`config.mk`:
```
export PLATFORM = sky130hd
export DESIGN_NAME = acs_sequencer
export DESIGN_NICKNAME = d
export VERILOG_FILES = /design/src/rtl/acs_pkg.sv /design/src/rtl/acs_timer_if.sv /design/src/rtl/acs_sequencer.sv /design/src/rtl/acs_timer.sv
export SDC_FILE = /design/constraint.sdc
export NUM_CORES = 1
export LEC_CHECK = 0
export BUFFER_PORTS_ARGS = -buffer_cell sky130_fd_sc_hd__buf_2
export CORE_MARGIN = 4
export CORE_UTILIZATION = 52
export CTS_CLUSTER_DIAMETER = 150
export CTS_CLUSTER_SIZE = 28
export DETAILED_ROUTE_END_ITERATION = 6
export PLACE_DENSITY = 0.78
export REMOVE_ABC_BUFFERS = 1
export SLEW_MARGIN = 20
export SYNTH_ARGS = -nofsm -noshare
export SYNTH_HDL_FRONTEND = slang
export SYNTH_SLANG_ARGS = --single-unit
```
`constraint.sdc`:
```
create_clock -name i_clock -period 2.07 [get_ports i_clock]
set_input_delay 0.414 -clock i_clock [delete_from_list [all_inputs] [get_ports i_clock]]
set_output_delay 0.414 -clock i_clock [all_outputs]
set_load 0.01 [all_outputs]
```
`src/rtl/acs_pkg.sv`:
```
package acs_pkg;

  // cpu clock periods in one machine cycle of the accelerated core
  localparam int unsigned MC_CPU_CLOCKS       = 6;
  // conversion length on the cpu clock, in machine cycles
  localparam int unsigned CONV_MACHINE_CYCLES = 31;
  // the same length in cpu clocks: 186 clocks, so 186 us divided by the rate in MHz
  localparam int unsigned CONV_CPU_CLOCKS     = CONV_MACHINE_CYCLES * MC_CPU_CLOCKS;
  // synchronisation before an rc-clocked conversion, in machine cycles
  localparam int unsigned SYNC_MC_MIN         = 3;
  localparam int unsigned SYNC_MC_MAX         = 4;
  // rc oscillator clocks of an rc-clocked conversion, and the documented upper bound
  localparam int unsigned RC_CONV_CLOCKS      = 108;
  localparam int unsigned RC_CONV_CLOCKS_MAX  = 112;

  // converter control fields and their values after reset
  localparam int unsigned CTRL_CHANNEL_LSB    = 0;
  localparam int unsigned CTRL_RC_SELECT_BIT  = 2;
  localparam logic [1:0]  CHANNEL_RESET       = 2'h0;
  localparam logic        RC_SELECT_RESET     = 1'h0;
  localparam logic [7:0]  RESULT_RESET        = 8'h00;

  // width of the shared countdown
  localparam int unsigned TIMER_WIDTH         = 8;

  typedef enum logic [1:0] {
    ACS_IDLE,
    ACS_CPU_CONV,
    ACS_RC_SYNC,
    ACS_RC_CONV
  } acs_state_e;

endpackage

```
`src/rtl/acs_timer_if.sv`:
```
`timescale 1ns/1ns
`default_nettype none

// countdown request from the sequencer and expiry answer from the timer
interface acs_timer_if #(
  parameter int unsigned WIDTH = 8
);
  logic             load;
  logic [WIDTH-1:0] load_value;
  logic             tick;
  logic             expired;

  modport ctrl  (output load, output load_value, output tick, input  expired);
  modport timer (input  load, input  load_value, input  tick, output expired);
endinterface

`default_nettype wire

```
`src/rtl/acs_sequencer.sv`:
```
// Notes on behaviour
// on the cpu clock a conversion takes exactly 31 machine cycles
// cpu-clocked conversion lasts 186 cpu clocks, i.e. 186 us over MHz
// rc clock select moves the converter onto the rc oscillator ticks
// rc conversion: 3 to 4 machine cycles of sync, then rc clocks
// software keeps rc select off when the cpu clock exceeds 4 MHz
// software keeps the cpu clock at or above 1 MHz for cpu-clocked use
// in idle, completion with interrupt enabled wakes the cpu
// power down with rc select keeps the conversion running
// power down on the cpu clock aborts, no wakeup, result marked invalid
// software enters idle or power down within two machine cycles of start
// software keeps other interrupts from waking the cpu mid conversion
// writing start begins conversion on the currently selected channel
// completion sets the done flag, used for polling or interrupt
// software clears the done flag after reading before the next start
// software ors channel into low bits and masks them off afterwards
// result is readable once the done flag is set
// software enables the interrupt before setting start
// start reads busy during conversion; further starts are ignored
// rc completion in power down sets done and wakes if enabled
`timescale 1ns/1ns
`default_nettype none

module acs_sequencer #(
  parameter int unsigned RESULT_WIDTH = 8
) (
  input  wire logic                    i_clock,
  input  wire logic                    i_rst_n,
  // one pulse per cpu oscillator clock, and one per rc oscillator clock
  input  wire logic                    i_cpu_tick,
  input  wire logic                    i_rc_tick,
  // cpu power state and converter interrupt enable
  input  wire logic                    i_idle,
  input  wire logic                    i_power_down,
  input  wire logic                    i_interrupt_enable,
  // software writes to the converter control register
  input  wire logic                    i_control_write,
  input  wire logic [2:0]              i_control_data,
  input  wire logic                    i_start_write,
  input  wire logic                    i_done_clear,
  // sample from the analog core, valid when the conversion ends
  input  wire logic [RESULT_WIDTH-1:0] i_core_data,
  output logic                         o_conversion_start_busy,
  output logic                         o_conversion_done_flag,
  output logic [RESULT_WIDTH-1:0]      o_conversion_result,
  output logic                         o_result_valid,
  output logic [1:0]                   o_channel_select,
  output logic                         o_rc_clock_select,
  output logic                         o_interrupt_request,
  output logic                         o_wakeup
);

  initial begin
    if (RESULT_WIDTH < 1 || RESULT_WIDTH > 16) begin
      $error("acs_sequencer: RESULT_WIDTH must be 1 to 16");
    end
  end

  localparam int unsigned TW = acs_pkg::TIMER_WIDTH;
  localparam logic [TW-1:0] CPU_LOAD  = TW'(acs_pkg::CONV_CPU_CLOCKS);
  localparam logic [TW-1:0] SYNC_LOAD = TW'(acs_pkg::SYNC_MC_MAX);
  localparam logic [TW-1:0] RC_LOAD   = TW'(acs_pkg::RC_CONV_CLOCKS);
  localparam logic [2:0]    MC_LAST   = 3'(acs_pkg::MC_CPU_CLOCKS - 1);

  acs_timer_if #(.WIDTH(TW)) tif ();

  acs_timer #(
    .WIDTH (TW)
  ) u_timer (
    .i_clock (i_clock),
    .i_rst_n (i_rst_n),
    .tif     (tif)
  );

  ////////////////////////////////////////////////////////////////////////////
  // machine cycle divider

  logic [2:0] mc_phase;
  logic [2:0] next_mc_phase;
  logic       mc_pulse;
  logic       next_mc_pulse;

  // free running so a start lands anywhere inside a machine cycle
  always_comb begin
    next_mc_phase = mc_phase;
    next_mc_pulse = 1'b0;
    if (i_cpu_tick) begin
      next_mc_pulse = (mc_phase == MC_LAST);
      next_mc_phase = (mc_phase == MC_LAST) ? 3'h0 : mc_phase + 3'h1;
    end
  end

  always_ff @(posedge i_clock or negedge i_rst_n) begin
    if (!i_rst_n) begin
      mc_phase <= 3'h0;
      mc_pulse <= 1'b0;
    end else begin
      mc_phase <= next_mc_phase;
      mc_pulse <= next_mc_pulse;
    end
  end

  ////////////////////////////////////////////////////////////////////////////
  // conversion sequence and software visible state

  acs_pkg::acs_state_e          state;
  acs_pkg::acs_state_e          next_state;
  logic                         busy;
  logic                         next_busy;
  logic                         done;
  logic                         next_done;
  logic [RESULT_WIDTH-1:0]      result;
  logic [RESULT_WIDTH-1:0]      next_result;
  logic                         valid;
  logic                         next_valid;
  logic [1:0]                   channel;
  logic [1:0]                   next_channel;
  logic                         rc_sel;
  logic                         next_rc_sel;
  logic                         irq;
  logic                         next_irq;
  logic                         wake;
  logic                         next_wake;
  logic                         finish;

  // the converter can only start with both busy and done clear
  function automatic logic can_start(input logic b, input logic d);
    return !b && !d;
  endfunction

  always_comb begin
    next_state     = state;
    next_busy      = busy;
    next_done      = done;
    next_result    = result;
    next_valid     = valid;
    next_channel   = channel;
    next_rc_sel    = rc_sel;
    next_wake      = 1'b0;
    finish         = 1'b0;
    tif.load       = 1'b0;
    tif.load_value = CPU_LOAD;
    tif.tick       = 1'b0;

    // channel and clock source only change while the converter is quiet
    if (i_control_write && can_start(busy, done)) begin
      next_channel = i_control_data[acs_pkg::CTRL_CHANNEL_LSB +: 2];
      next_rc_sel  = i_control_data[acs_pkg::CTRL_RC_SELECT_BIT];
    end
    // software clear first, so a completion below in the same cycle wins
    if (i_done_clear) begin
      next_done = 1'b0;
    end

    unique case (state)
      acs_pkg::ACS_IDLE: begin
        // starts while busy or done are simply dropped
        if (i_start_write && can_start(busy, done)) begin
          next_busy  = 1'b1;
          next_valid = 1'b0;
          tif.load   = 1'b1;
          if (rc_sel) begin
            tif.load_value = SYNC_LOAD;
            next_state     = acs_pkg::ACS_RC_SYNC;
          end else begin
            tif.load_value = CPU_LOAD;
            next_state     = acs_pkg::ACS_CPU_CONV;
          end
        end
      end
      acs_pkg::ACS_CPU_CONV: begin
        tif.tick = i_cpu_tick;
        if (i_power_down) begin
          // oscillator stops: abort quietly, result left invalid
          next_busy  = 1'b0;
          next_valid = 1'b0;
          next_state = acs_pkg::ACS_IDLE;
        end else if (tif.expired) begin
          finish = 1'b1;
        end
      end
      acs_pkg::ACS_RC_SYNC: begin
        // the first machine cycle is partial, so 4 pulses span 3 to 4 cycles
        tif.tick = mc_pulse;
        if (tif.expired || i_power_down) begin
          tif.load       = 1'b1;
          tif.load_value = RC_LOAD;
          next_state     = acs_pkg::ACS_RC_CONV;
        end
      end
      acs_pkg::ACS_RC_CONV: begin
        // rc ticks keep running with the cpu clock stopped
        tif.tick = i_rc_tick;
        if (tif.expired) begin
          finish = 1'b1;
        end
      end
    endcase

    if (finish) begin
      next_state  = acs_pkg::ACS_IDLE;
      next_busy   = 1'b0;
      next_done   = 1'b1;
      next_result = i_core_data;
      next_valid  = 1'b1;
      // leave idle or power down only when the interrupt is enabled
      next_wake   = i_interrupt_enable && (i_idle || i_power_down);
    end

    next_irq = next_done && i_interrupt_enable;
  end

  always_ff @(posedge i_clock or negedge i_rst_n) begin
    if (!i_rst_n) begin
      state   <= acs_pkg::ACS_IDLE;
      busy    <= 1'b0;
      done    <= 1'b0;
      result  <= RESULT_WIDTH'(acs_pkg::RESULT_RESET);
      valid   <= 1'b0;
      channel <= acs_pkg::CHANNEL_RESET;
      rc_sel  <= acs_pkg::RC_SELECT_RESET;
      irq     <= 1'b0;
      wake    <= 1'b0;
    end else begin
      state   <= next_state;
      busy    <= next_busy;
      done    <= next_done;
      result  <= next_result;
      valid   <= next_valid;
      channel <= next_channel;
      rc_sel  <= next_rc_sel;
      irq     <= next_irq;
      wake    <= next_wake;
    end
  end

  ////////////////////////////////////////////////////////////////////////////
  // outputs, all straight from flip-flops

  assign o_conversion_start_busy = busy;
  assign o_conversion_done_flag  = done;
  assign o_conversion_result     = result;
  assign o_result_valid          = valid;
  assign o_channel_select        = channel;
  assign o_rc_clock_select       = rc_sel;
  assign o_interrupt_request     = irq;
  assign o_wakeup                = wake;

endmodule

`default_nettype wire

```
`src/rtl/acs_timer.sv`:
```
`timescale 1ns/1ns
`default_nettype none

// loadable countdown: expired pulses for one cycle when the last tick lands
module acs_timer #(
  parameter int unsigned WIDTH = 8
) (
  input  wire logic  i_clock,
  input  wire logic  i_rst_n,
  acs_timer_if.timer tif
);

  logic [WIDTH-1:0] count;
  logic [WIDTH-1:0] next_count;
  logic             expired;
  logic             next_expired;

  initial begin
    if (WIDTH < 8) begin
      $error("acs_timer: WIDTH too small for the longest conversion count");
    end
  end

  // a load overrides a tick in the same cycle so a fresh count never loses a step
  always_comb begin
    next_count   = count;
    next_expired = 1'b0;
    if (tif.load) begin
      next_count = tif.load_value;
    end else if (tif.tick && count != '0) begin
      next_count   = count - 1'b1;
      next_expired = (count == {{(WIDTH-1){1'b0}}, 1'b1});
    end
  end

  always_ff @(posedge i_clock or negedge i_rst_n) begin
    if (!i_rst_n) begin
      count   <= '0;
      expired <= 1'b0;
    end else begin
      count   <= next_count;
      expired <= next_expired;
    end
  end

  assign tif.expired = expired;

endmodule

`default_nettype wire

```
==> impl_metrics.xml, run 1 <==
<?xml version="1.0" encoding="UTF-8"?>
<metrics>
  <group name="cts">
    <metric name="numCtsBuffers" unit="">5</metric>
    <metric name="clock_tree_from_tritoncts" unit="">done</metric>
    <metric name="cts.htree.levels" unit="">2</metric>
    <metric name="cts_sinks" unit="">31</metric>
    <metric name="clkSlewWorstSetupHoldPaths" unit="ns">0.09</metric>
    <metric name="cts-root-buf" unit="">sky130_fd_sc_hd__clkbuf_4</metric>
    <metric name="clock_path_buffers" unit="">2</metric>
    <metric name="clk-insertion-delay-late" unit="ns">0.32</metric>
  </group>
  <group name="power_and_ir_drop">
    <metric name="seq_power_share" unit="%">39.2</metric>
    <metric name="p_int" unit="µW">1440</metric>
    <metric name="cellPowerDensity" unit="nW/µm²">1240</metric>
    <metric name="switching_portion_of_total_power" unit="%">39.9</metric>
    <metric name="p_leak" unit="µW">0.000951</metric>
    <metric name="p_switching" unit="µW">958</metric>
    <metric name="vdd_ir_drop_max" unit="mV">0.811</metric>
    <metric name="power_frac_clock" unit="%">16.3</metric>
    <metric name="combPwrFrac" unit="%">44.5</metric>
  </group>
  <group name="detailed_routing">
    <metric name="drc_violations_left" unit="">0</metric>
    <metric name="detailroute.via_count" unit="">1460</metric>
    <metric name="drt-vias-per-instance" unit="">5.91</metric>
    <metric name="drtAntennaViolNets" unit="">0</metric>
    <metric name="drt_pre_antenna_iters" unit="">4</metric>
    <metric name="totalWireLength" unit="µm">3700</metric>
    <metric name="first_iter_violations" unit="">75</metric>
    <metric name="routedWlPerCell" unit="µm">15.0</metric>
  </group>
  <group name="grt">
    <metric name="grt_antenna_before_repair" unit="">0</metric>
    <metric name="grt_usage" unit="%">19.1</metric>
    <metric name="wire_length_of_the_first_global_routing_pass" unit="µm">6150</metric>
    <metric name="global_route.overflow_total" unit="">0</metric>
    <metric name="grt_max_degree" unit="">32</metric>
    <metric name="grt_pass1_vias" unit="">1428</metric>
  </group>
  <group name="layout">
    <metric name="multiInputGateArea" unit="µm²">802</metric>
    <metric name="layout.cells.non_filler" unit="">247</metric>
    <metric name="layout.nets" unit="">244</metric>
    <metric name="register_area" unit="µm²">776</metric>
    <metric name="antennaDiodeCount" unit="">0</metric>
    <metric name="finalCoreUtilization" unit="%">67.8</metric>
    <metric name="synthToLayoutAreaGrowth" unit="%">20.6</metric>
    <metric name="fillerInstances" unit="">237</metric>
    <metric name="drive_gt1_share" unit="%">27.8</metric>
    <metric name="final_area" unit="µm²">1930</metric>
  </group>
  <group name="timing">
    <metric name="max_slew_margin" unit="%">56.5</metric>
    <metric name="worst_slew_pin_slew" unit="ns">0.652</metric>
    <metric name="finalMaxSlewViolations" unit="">0</metric>
    <metric name="fin_hold_ws" unit="ns">0.111</metric>
    <metric name="finalSetupViolations" unit="">0</metric>
    <metric name="finalHoldViolations" unit="">0</metric>
    <metric name="fin_crit_sh" unit="%">97.8</metric>
    <metric name="worst_clock_skew" unit="ns">0.00666</metric>
    <metric name="timing.final.ws_setup" unit="ns">0.0446</metric>
    <metric name="period_needed" unit="ns">2.03</metric>
    <metric name="max_clock_freq" unit="GHz">0.494</metric>
  </group>
  <group name="setup_path">
    <metric name="critical_path_class" unit="">flop to flop</metric>
    <metric name="regToRegEndpoint" unit="">u_timer.count[7]</metric>
    <metric name="r2r-start" unit="">state[1]</metric>
    <metric name="setup.worst_path.end_class" unit="">flop</metric>
    <metric name="cp.arrival" unit="ns">2.25</metric>
    <metric name="timing.reg2reg.worst_path_depth" unit="">7</metric>
    <metric name="critical_path_peak_fanout" unit="">6</metric>
    <metric name="ff2ff_setup_slack" unit="ns">0.04</metric>
    <metric name="data_required_time_at_the_worst_endpoint" unit="ns">2.29</metric>
    <metric name="timing.critical_path.from_type" unit="">flop</metric>
  </group>
  <group name="synth">
    <metric name="syn-mean-instance-area" unit="µm²">9.43</metric>
    <metric name="yosys.area_share.simple" unit="%">22.9</metric>
    <metric name="synthArstFlopShare" unit="%">100</metric>
    <metric name="ys_seq_area_share" unit="%">48.4</metric>
    <metric name="number_of_flops_mapped_to_enable_cells_by_yosys" unit="">0</metric>
    <metric name="synthXorXnorAreaFrac" unit="%">0.546</metric>
    <metric name="synth-seq-cells" unit="">31</metric>
    <metric name="synth_warnings" unit="">0</metric>
    <metric name="synth_adder_area_share" unit="%">6.25</metric>
    <metric name="yosys.cell_count.top_type" unit="">sky130_fd_sc_hd__nand2_1</metric>
    <metric name="netlist_top_cells_count" unit="">sky130_fd_sc_hd__nand2_1, sky130_fd_sc_hd__dfrtp_1, sky130_fd_sc_hd__nor2_1</metric>
    <metric name="netlist_instances" unit="">170</metric>
    <metric name="synth_largest_area_cell" unit="">sky130_fd_sc_hd__dfrtp_1</metric>
    <metric name="synth_cell_type_count" unit="">39</metric>
    <metric name="synth_largest_type_area_fraction" unit="%">48.4</metric>
    <metric name="synth_compound_gate_area_share" unit="%">15.8</metric>
    <metric name="combinational_family_with_the_most_area_after_synthesis" unit="">simple AND/OR/NAND/NOR gates</metric>
    <metric name="synth_area" unit="µm²">1600</metric>
    <metric name="leading_cell_types_by_total_area_after_synthesis" unit="">sky130_fd_sc_hd__dfrtp_1, sky130_fd_sc_hd__nand2_1, sky130_fd_sc_hd__ha_1, sky130_fd_sc_hd__nor2_1, sky130_fd_sc_hd__mux2_2</metric>
    <metric name="synth.mux.area_fraction" unit="%">3.43</metric>
    <metric name="postSynth.topFlopCell" unit="">sky130_fd_sc_hd__dfrtp_1</metric>
  </group>
  <group name="floorplanning">
    <metric name="design.core.area" unit="µm²">2850</metric>
    <metric name="fp.dieH" unit="µm">63.5</metric>
    <metric name="die_x" unit="µm">63.5</metric>
    <metric name="rows" unit="">19</metric>
    <metric name="die_area" unit="µm²">4030</metric>
    <metric name="initial_utilization" unit="%">56.2</metric>
    <metric name="ios" unit="">37</metric>
  </group>
  <group name="place">
    <metric name="dpl_cell_area" unit="µm²">1840</metric>
    <metric name="gp_congestion" unit="">0.933</metric>
    <metric name="io_buffer_count" unit="">36</metric>
    <metric name="post-dp-hpwl" unit="µm">2770</metric>
    <metric name="placed_cells" unit="">238</metric>
    <metric name="place_ws" unit="ns">0.00716</metric>
  </group>
  <group name="hold_path">
    <metric name="hold_class" unit="">primary input to async pin</metric>
  </group>
  <group name="run_status">
    <metric name="run_status" unit="">complete, no violations</metric>
  </group>
  <group name="job">
    <metric name="max_cap_viol_count" unit="">0</metric>
  </group>
</metrics>
[stage by stage]
step | power, µW | setup TNS, ns
detailed placement | 1940 | 0
CTS | 2340 | 0
finish | 2400 | 0
global placement | 1870 | 0
global route | 2570 | -0.0152
floorplan | 1630 | 0
[sequential cells by signal, indices dropped and copies added, names as in the netlist]
name                     cells
u_timer.count                8
o_conversion_done_flag       1
o_result_valid               1
mc_pulse                     1
o_channel_select             2
o_conversion_start_busy      1
mc_phase                     3
o_interrupt_request          1
u_timer.tif.expired          1
o_conversion_result          8
o_rc_clock_select            1
state                        2
o_wakeup                     1
[worst max path at each step]
| stage | start | to | slack, ns | cells past startpoint |
|---|---|---|---|---|
| 6_report | state[1] | u_timer.count[7] | 0.04 | 7 |
| 5_1_grt | state[1] | u_timer.count[7] | -0.01 | 7 |
| 4_1_cts | state[0] | u_timer.count[7] | 0.07 | 7 |
| 3_5_place_dp | state[0] | u_timer.count[7] | 0.007 | 7 |
| 3_3_place_gp | state[0] | u_timer.count[7] | 0.15 | 7 |
| 2_1_floorplan | state[1] | state[1] | 0.16 | 7 |
[what timing repair did]
action	in CTS	in global routing
pin swaps	0	1
hold buffers	0	0
resized for setup	1	4
setup buffers	0	1
endpoints found under the setup margin	1	4
[critical path, cell delays in order, from the launching register on]
cell and delay [ns]:
sky130_fd_sc_hd__dfrtp_1 0.44, sky130_fd_sc_hd__inv_1 0.13, sky130_fd_sc_hd__ha_2 0.23, sky130_fd_sc_hd__a222oi_1 0.09
sky130_fd_sc_hd__nor2_2 0.27, sky130_fd_sc_hd__nand2_2 0.14, sky130_fd_sc_hd__or3_1 0.39, sky130_fd_sc_hd__o311ai_1 0.23
[power groups by stage]
stage | Sequential (µW) | Combinational, µW | Clock (µW)
2_1_floorplan | 922 | 712 | 0
3_3_place_gp | 931 | 941 | 0
3_5_place_dp | 944 | 994 | 0
4_1_cts | 933 | 1010 | 400
5_1_grt | 968 | 1170 | 430
6_report | 942 | 1070 | 390
[layer usage]
layer  global-route usage (%)  wire [µm]  vias to the layer above
met5                        0          0                        -
met3                     5.51        254                        8
li1                         -          -                      698
met4                     7.55         48                        0
met2                     30.5       1800                       55
met1                     24.2       1600                      699
[cells by family after synthesis]
group	after synthesis
flip-flops	31
adder cells (fa/ha/maj)	8
AO/OA/AOI/OAI	37
multiplexers	5
AND/OR/NAND/NOR	77
XOR/XNOR	1
buffers and inverters	11
[cell type report]
type | count | share of cell area (%)
clock buffer | 8 | 3.56
sequential | 31 | 40.1
inverter | 8 | 1.55
tap | 31 | 2.01
multi-input combinational | 128 | 41.5
timing repair buffer | 41 | 11.3
[layout by cell type (no fill, tap or decap), types with 3 or more instances in the layout]
cell type | synthesis | final
sky130_fd_sc_hd__buf_2 | 1 | 36
sky130_fd_sc_hd__nand2_1 | 34 | 34
sky130_fd_sc_hd__dfrtp_1 | 31 | 31
sky130_fd_sc_hd__nor2_1 | 15 | 15
sky130_fd_sc_hd__inv_1 | 8 | 7
sky130_fd_sc_hd__a21oi_1 | 7 | 7
sky130_fd_sc_hd__o21ai_1 | 5 | 5
sky130_fd_sc_hd__nand3_1 | 5 | 5
sky130_fd_sc_hd__or3_1 | 5 | 5
sky130_fd_sc_hd__ha_1 | 8 | 5
sky130_fd_sc_hd__clkbuf_4 | 0 | 5
sky130_fd_sc_hd__buf_4 | 0 | 5
sky130_fd_sc_hd__mux2_2 | 4 | 4
sky130_fd_sc_hd__and2_1 | 3 | 3
sky130_fd_sc_hd__nor3b_1 | 3 | 3
sky130_fd_sc_hd__o21ai_0 | 3 | 3
sky130_fd_sc_hd__o31ai_1 | 3 | 3
sky130_fd_sc_hd__a211oi_1 | 3 | 3
sky130_fd_sc_hd__o311ai_1 | 3 | 3
(Power assumes the default switching activity.)
==> run 2, diff against run 1 <==
Settings changed: CORE_ASPECT_RATIO from default to 1.5.
==> impl_metrics.xml, run 2 (synthesis results as in run 1) <==
<?xml version="1.0" encoding="UTF-8"?>
<metrics>
  <group name="floorplanning">
    <metric name="fp.dieH" unit="µm">76.0</metric>
    <metric name="design.core.area" unit="µm²">2940</metric>
    <metric name="rows" unit="">24</metric>
    <metric name="initial_utilization" unit="%">54.5</metric>
    <metric name="die_x" unit="µm">53.3</metric>
    <metric name="die_area" unit="µm²">4050</metric>
    <metric name="ios" unit="">37</metric>
  </group>
  <group name="layout">
    <metric name="layout.cells.most_common" unit="">sky130_fd_sc_hd__buf_2</metric>
    <metric name="antennaDiodeCount" unit="">0</metric>
    <metric name="layout.nets" unit="">244</metric>
    <metric name="finalCoreUtilization" unit="%">66.5</metric>
    <metric name="drive_gt1_share" unit="%">27.9</metric>
    <metric name="most-common-layout-cells" unit="">sky130_fd_sc_hd__buf_2, sky130_fd_sc_hd__nand2_1, sky130_fd_sc_hd__dfrtp_1</metric>
    <metric name="synthToLayoutAreaGrowth" unit="%">22.1</metric>
    <metric name="fillerInstances" unit="">265</metric>
  </group>
  <group name="grt">
    <metric name="grt_pass1_vias" unit="">1531</metric>
    <metric name="wire_length_of_the_first_global_routing_pass" unit="µm">6890</metric>
    <metric name="grt_max_degree" unit="">32</metric>
    <metric name="grt_usage" unit="%">22.9</metric>
    <metric name="global_route.overflow_total" unit="">0</metric>
    <metric name="grt_antenna_before_repair" unit="">0</metric>
  </group>
  <group name="cts">
    <metric name="cts.hold.buffers_added" unit="">0</metric>
    <metric name="clock_path_buffers" unit="">2</metric>
    <metric name="cts.htree.levels" unit="">2</metric>
    <metric name="postCtsSetupBuffers" unit="">0</metric>
    <metric name="numCtsBuffers" unit="">5</metric>
    <metric name="cts_sinks" unit="">31</metric>
    <metric name="clk-insertion-delay-late" unit="ns">0.28</metric>
    <metric name="cts-root-buf" unit="">sky130_fd_sc_hd__clkbuf_8</metric>
    <metric name="cts.repair.resized" unit="">0</metric>
    <metric name="clkSlewWorstSetupHoldPaths" unit="ns">0.06</metric>
    <metric name="clock_tree_from_tritoncts" unit="">done</metric>
  </group>
  <group name="setup_path">
    <metric name="ff2ff_setup_slack" unit="ns">0.03</metric>
    <metric name="critical_path_peak_fanout" unit="">8</metric>
    <metric name="timing.critical_path.from_type" unit="">flop</metric>
    <metric name="setup.worst_path.end_class" unit="">flop</metric>
    <metric name="critical_path_class" unit="">flop to flop</metric>
    <metric name="cp.arrival" unit="ns">2.20</metric>
    <metric name="data_required_time_at_the_worst_endpoint" unit="ns">2.23</metric>
  </group>
  <group name="detailed_routing">
    <metric name="drt_pre_antenna_iters" unit="">5</metric>
    <metric name="first_iter_violations" unit="">53</metric>
    <metric name="drt-vias-per-instance" unit="">5.68</metric>
    <metric name="detailroute.via_count" unit="">1442</metric>
    <metric name="routedWlPerCell" unit="µm">15.4</metric>
    <metric name="drtAntennaViolNets" unit="">0</metric>
    <metric name="drc_violations_left" unit="">0</metric>
    <metric name="totalWireLength" unit="µm">3920</metric>
  </group>
  <group name="timing">
    <metric name="finalHoldViolations" unit="">0</metric>
    <metric name="max_slew_margin" unit="%">56.6</metric>
    <metric name="worst_slew_pin_slew" unit="ns">0.651</metric>
    <metric name="finalMaxSlewViolations" unit="">0</metric>
    <metric name="period_needed" unit="ns">2.04</metric>
    <metric name="fin_crit_sh" unit="%">98.5</metric>
    <metric name="timing.final.ws_setup" unit="ns">0.0302</metric>
    <metric name="finalSetupViolations" unit="">0</metric>
    <metric name="worst_clock_skew" unit="ns">0.00321</metric>
    <metric name="rsz_0062_raised_after_global_routing" unit="">true</metric>
    <metric name="max_clock_freq" unit="GHz">0.490</metric>
  </group>
  <group name="hold_path">
    <metric name="hold_class" unit="">primary input to async pin</metric>
  </group>
  <group name="power_and_ir_drop">
    <metric name="p_leak" unit="µW">0.000961</metric>
    <metric name="vdd_ir_drop_max" unit="mV">0.919</metric>
    <metric name="cellPowerDensity" unit="nW/µm²">1250</metric>
  </group>
  <group name="place">
    <metric name="io_buffer_count" unit="">36</metric>
    <metric name="gp_congestion" unit="">0.901</metric>
    <metric name="post-dp-hpwl" unit="µm">3120</metric>
    <metric name="place_ws" unit="ns">0.0359</metric>
  </group>
  <group name="job">
    <metric name="max_cap_viol_count" unit="">0</metric>
  </group>
  <group name="run_status">
    <metric name="run_status" unit="">complete, no violations</metric>
  </group>
</metrics>
-- run 2: per-stage QoR --
stage                     hold WS [ns]  area [µm²]  std cells  setup TNS [ns]  power [µW]
after detailed placement         0.458        1860        247               0        1960
after CTS                        0.189        1940        254               0        2430
after global routing             0.209        1960        254         -0.0934        2650
after floorplan                  0.118        1590        167               0        1630
final                            0.162        1960        254               0        2450
after global placement           0.455        1860        247               0        1890
-- run 2: where the power goes --
| part | internal, µW | switching, µW | total, µW |
|---|---|---|---|
| registers | 772 | 167 | 939 |
| logic | 469 | 581 | 1050 |
| clock network | 260 | 201 | 461 |
| total | 1500 | 949 | 2450 |
-- run 2: metal layers --
metal  wire length, µm  global-route usage [%]  vias up
li1                  -                       -      692
met1              1390                    25.0      688
met2              2210                    39.6       48
met3               182                    5.68       14
met4               133                    10.5        0
met5                 0                       0        -
-- run 2: path summary, 6_finish.rpt --
check / startpoint / to / cells after the start
max: state[0] / u_timer.count[7] / 7
min: i_rst_n / u_timer.count[3] / 1
max reg2reg: state[0] / u_timer.count[7] / 7
min reg2reg: o_conversion_result[0] / o_conversion_result[0] / 2
max in group asynchronous: i_rst_n / u_timer.count[5] / 1
min in group i_clock: i_done_clear / o_conversion_done_flag / 2
-- run 2: final cells by class --
| class | count | area [µm²] | share of cell area [%] |
|---|---|---|---|
| flip-flops and latches | 31 | 776 | 39.6 |
| well taps | 39 | 48.8 | 2.49 |
| inverters | 8 | 30.0 | 1.53 |
| clock buffers | 6 | 82.6 | 4.22 |
| repair buffers | 41 | 218 | 11.1 |
| clock inverters | 1 | 5.00 | 0.256 |
| multi-input cells | 128 | 797 | 40.7 |
-- run 2: worst max-delay path, cell delays in order, from the launching register on --
cell	delay [ns]
sky130_fd_sc_hd__dfrtp_1	0.41
sky130_fd_sc_hd__inv_1	0.12
sky130_fd_sc_hd__ha_2	0.27
sky130_fd_sc_hd__a222oi_1	0.12
sky130_fd_sc_hd__nor2_2	0.22
sky130_fd_sc_hd__nand2_2	0.07
sky130_fd_sc_hd__or3_1	0.38
sky130_fd_sc_hd__o311ai_1	0.31
==> run 3, diff against run 2 <==
Settings changed: CTS_CLUSTER_SIZE 28 to default, SYNTH_HIERARCHICAL from default to 1.
==> impl_metrics.xml, run 3 <==
<?xml version="1.0" encoding="UTF-8"?>
<metrics>
  <group name="detailed_routing">
    <metric name="totalWireLength" unit="µm">3890</metric>
    <metric name="drt_pre_antenna_iters" unit="">6</metric>
    <metric name="first_iter_violations" unit="">39</metric>
    <metric name="detailroute.via_count" unit="">1313</metric>
    <metric name="drc_violations_left" unit="">0</metric>
    <metric name="routedWlPerCell" unit="µm">16.5</metric>
    <metric name="drt-vias-per-instance" unit="">5.59</metric>
    <metric name="drtAntennaViolNets" unit="">0</metric>
  </group>
  <group name="synth">
    <metric name="netlist_top_cells_count" unit="">sky130_fd_sc_hd__dfrtp_1, sky130_fd_sc_hd__nand2_1, sky130_fd_sc_hd__inv_1</metric>
    <metric name="number_of_flops_mapped_to_enable_cells_by_yosys" unit="">0</metric>
    <metric name="combinational_family_with_the_most_area_after_synthesis" unit="">compound AO/OA/AOI/OAI gates</metric>
    <metric name="netlist_instances" unit="">153</metric>
    <metric name="synth_cell_type_count" unit="">43</metric>
    <metric name="synth-seq-cells" unit="">31</metric>
    <metric name="synthArstFlopShare" unit="%">100</metric>
    <metric name="postSynth.topFlopCell" unit="">sky130_fd_sc_hd__dfrtp_1</metric>
    <metric name="synth_area" unit="µm²">1630</metric>
    <metric name="synth_largest_area_cell" unit="">sky130_fd_sc_hd__dfrtp_1</metric>
    <metric name="synthXorXnorAreaFrac" unit="%">1.61</metric>
    <metric name="synth.mux.area_fraction" unit="%">10.1</metric>
    <metric name="synth_largest_type_area_fraction" unit="%">47.5</metric>
    <metric name="leading_cell_types_by_total_area_after_synthesis" unit="">sky130_fd_sc_hd__dfrtp_1, sky130_fd_sc_hd__mux2_2, sky130_fd_sc_hd__ha_1, sky130_fd_sc_hd__nand2_1, sky130_fd_sc_hd__inv_1</metric>
    <metric name="synth_warnings" unit="">6</metric>
    <metric name="ys_seq_area_share" unit="%">47.5</metric>
    <metric name="syn-mean-instance-area" unit="µm²">10.7</metric>
    <metric name="yosys.area_share.simple" unit="%">15.5</metric>
    <metric name="synth_adder_area_share" unit="%">5.36</metric>
    <metric name="yosys.cell_count.top_type" unit="">sky130_fd_sc_hd__dfrtp_1</metric>
    <metric name="synth_compound_gate_area_share" unit="%">16.0</metric>
  </group>
  <group name="setup_path">
    <metric name="critical_path_peak_fanout" unit="">7</metric>
    <metric name="cp.arrival" unit="ns">2.13</metric>
    <metric name="worstSetupStartpoint" unit="">state[1]</metric>
    <metric name="timing.critical_path.from_type" unit="">flop</metric>
    <metric name="critical-path-slowest-cell" unit="">sky130_fd_sc_hd__dfrtp_1</metric>
    <metric name="delay_contributed_by_the_slowest_stage_of_the_critical_path" unit="ns">0.42</metric>
    <metric name="crit_buf_inv" unit="">2</metric>
    <metric name="crit_chain" unit="">inv_1 -&gt; ha_1 -&gt; a222oi_1 -&gt; nor2_2 -&gt; inv_1 -&gt; a31oi_2 -&gt; a31oi_1 -&gt; o21ai_0</metric>
    <metric name="data_required_time_at_the_worst_endpoint" unit="ns">2.27</metric>
    <metric name="path_delay_family" unit="">compound AO/OA/AOI/OAI gates</metric>
    <metric name="r2r-start" unit="">state[1]</metric>
    <metric name="critical_path.most_common_cell" unit="">sky130_fd_sc_hd__inv_1</metric>
    <metric name="critical_path_class" unit="">flop to flop</metric>
    <metric name="setup.worst_path.end_class" unit="">flop</metric>
  </group>
  <group name="timing">
    <metric name="max_clock_freq" unit="GHz">0.518</metric>
    <metric name="max_slew_margin" unit="%">54.9</metric>
    <metric name="period_needed" unit="ns">1.93</metric>
    <metric name="finalHoldViolations" unit="">0</metric>
    <metric name="worst_slew_pin_slew" unit="ns">0.676</metric>
    <metric name="finalMaxSlewViolations" unit="">0</metric>
    <metric name="fin_hold_ws" unit="ns">0.168</metric>
    <metric name="fin_crit_sh" unit="%">93.3</metric>
    <metric name="finalSetupViolations" unit="">0</metric>
    <metric name="worst_clock_skew" unit="ns">0.00590</metric>
  </group>
  <group name="layout">
    <metric name="layout.cells.most_common" unit="">sky130_fd_sc_hd__buf_2</metric>
    <metric name="most-common-layout-cells" unit="">sky130_fd_sc_hd__buf_2, sky130_fd_sc_hd__dfrtp_1, sky130_fd_sc_hd__nand2_1</metric>
    <metric name="layout.nets" unit="">224</metric>
    <metric name="layout.cells.non_filler" unit="">235</metric>
    <metric name="synthToLayoutAreaGrowth" unit="%">21.1</metric>
    <metric name="final_area" unit="µm²">1980</metric>
    <metric name="drive_gt1_share" unit="%">35.2</metric>
    <metric name="antennaDiodeCount" unit="">0</metric>
  </group>
  <group name="floorplanning">
    <metric name="rows" unit="">24</metric>
    <metric name="die_x" unit="µm">53.8</metric>
    <metric name="design.core.area" unit="µm²">2970</metric>
    <metric name="ios" unit="">37</metric>
    <metric name="die_area" unit="µm²">4120</metric>
    <metric name="fp.dieH" unit="µm">76.6</metric>
    <metric name="initial_utilization" unit="%">54.9</metric>
  </group>
  <group name="cts">
    <metric name="numCtsBuffers" unit="">5</metric>
    <metric name="clkSlewWorstSetupHoldPaths" unit="ns">0.06</metric>
    <metric name="clk-insertion-delay-late" unit="ns">0.28</metric>
    <metric name="cts.repair.resized" unit="">0</metric>
    <metric name="postCtsSetupBuffers" unit="">0</metric>
    <metric name="clock_tree_from_tritoncts" unit="">done</metric>
    <metric name="cts_sinks" unit="">31</metric>
    <metric name="cts.htree.levels" unit="">2</metric>
    <metric name="clock_path_buffers" unit="">2</metric>
    <metric name="cts-root-buf" unit="">sky130_fd_sc_hd__clkbuf_8</metric>
    <metric name="cts.hold.buffers_added" unit="">0</metric>
  </group>
  <group name="power_and_ir_drop">
    <metric name="p_leak" unit="µW">0.000997</metric>
    <metric name="cellPowerDensity" unit="nW/µm²">1370</metric>
    <metric name="vdd_ir_drop_max" unit="mV">1.10</metric>
  </group>
  <group name="grt">
    <metric name="global_route.overflow_total" unit="">0</metric>
    <metric name="grt_antenna_before_repair" unit="">0</metric>
    <metric name="grt_max_degree" unit="">32</metric>
    <metric name="grt_pass1_vias" unit="">1433</metric>
    <metric name="grt_usage" unit="%">21.1</metric>
    <metric name="wire_length_of_the_first_global_routing_pass" unit="µm">6310</metric>
  </group>
  <group name="place">
    <metric name="placed_cells" unit="">228</metric>
    <metric name="gp_congestion" unit="">0.857</metric>
    <metric name="dpl_cell_area" unit="µm²">1870</metric>
    <metric name="io_buffer_count" unit="">36</metric>
    <metric name="post-dp-hpwl" unit="µm">2930</metric>
  </group>
  <group name="job">
    <metric name="max_cap_viol_count" unit="">0</metric>
  </group>
  <group name="run_status">
    <metric name="run_status" unit="">complete, no violations</metric>
  </group>
  <group name="hold_path">
    <metric name="hold_class" unit="">primary input to async pin</metric>
  </group>
</metrics>
==> run 3: per-layer routing <==
| metal | wire, µm | vias up | global-route usage [%] |
|---|---|---|---|
| met5 | 0 | - | 0 |
| met4 | 110 | 0 | 9.97 |
| met3 | 131 | 11 | 5.87 |
| met2 | 2260 | 36 | 36.2 |
| met1 | 1380 | 645 | 22.4 |
| li1 | - | 621 | - |
==> run 3: worst paths after layout <==
check                                         endpoint  slack, ns  cells past startpoint
worst max register to register        u_timer/count[4]       0.14                      8
worst max-delay path                  u_timer/count[4]       0.14                      8
worst min register to register             mc_phase[0]       0.46                      1
max in group asynchronous                  mc_phase[0]       1.46                      1
min in group i_clock            o_conversion_done_flag       0.31                      2
worst min-delay path            o_conversion_result[7]       0.17                      1
==> run 3: stage by stage <==
step	setup TNS [ns]	setup slack [ns]	total power [µW]	utilization (%)
after floorplan	0	0.321	1800	-
after global placement	0	0.230	2020	62.8
after detailed placement	0	0.0966	2120	62.8
after CTS	0	0.0832	2700	66.2
after global routing	-0.0550	-0.0200	2900	66.5
final	0	0.140	2720	66.5
==> run 3: logic make-up after synthesis <==
kind of cell,count (synthesis)
other,1
AO/OA/AOI/OAI,34
AND/OR/NAND/NOR,47
flip-flops,31
adder cells (fa/ha/maj),7
XOR/XNOR,3
multiplexers,15
buffers and inverters,15
==> run 3: worst reg2reg max path, cell delays in order (launching register included) <==
cell,delay (ns)
sky130_fd_sc_hd__dfrtp_1,0.42
sky130_fd_sc_hd__inv_1,0.10
sky130_fd_sc_hd__ha_1,0.29
sky130_fd_sc_hd__a222oi_1,0.15
sky130_fd_sc_hd__nor2_2,0.20
sky130_fd_sc_hd__inv_1,0.11
sky130_fd_sc_hd__a31oi_2,0.31
sky130_fd_sc_hd__a31oi_1,0.12
sky130_fd_sc_hd__o21ai_0,0.15
==> run 3: final cells by class <==
class                           count  area, µm²
Fill cell                         209        995
Multi-Input combinational cell    107        807
Timing Repair Buffer               38        195
Clock buffer                        6       72.6
Clock inverter                      1       30.0
Tap cell                           39       48.8
Inverter                           13       48.8
Sequential cell                    31        776
==> run 3: report_power, final <==
group,internal [µW],switching [µW]
Sequential,782,204
Clock,352,216
Combinational,515,647
Total,1650,1070
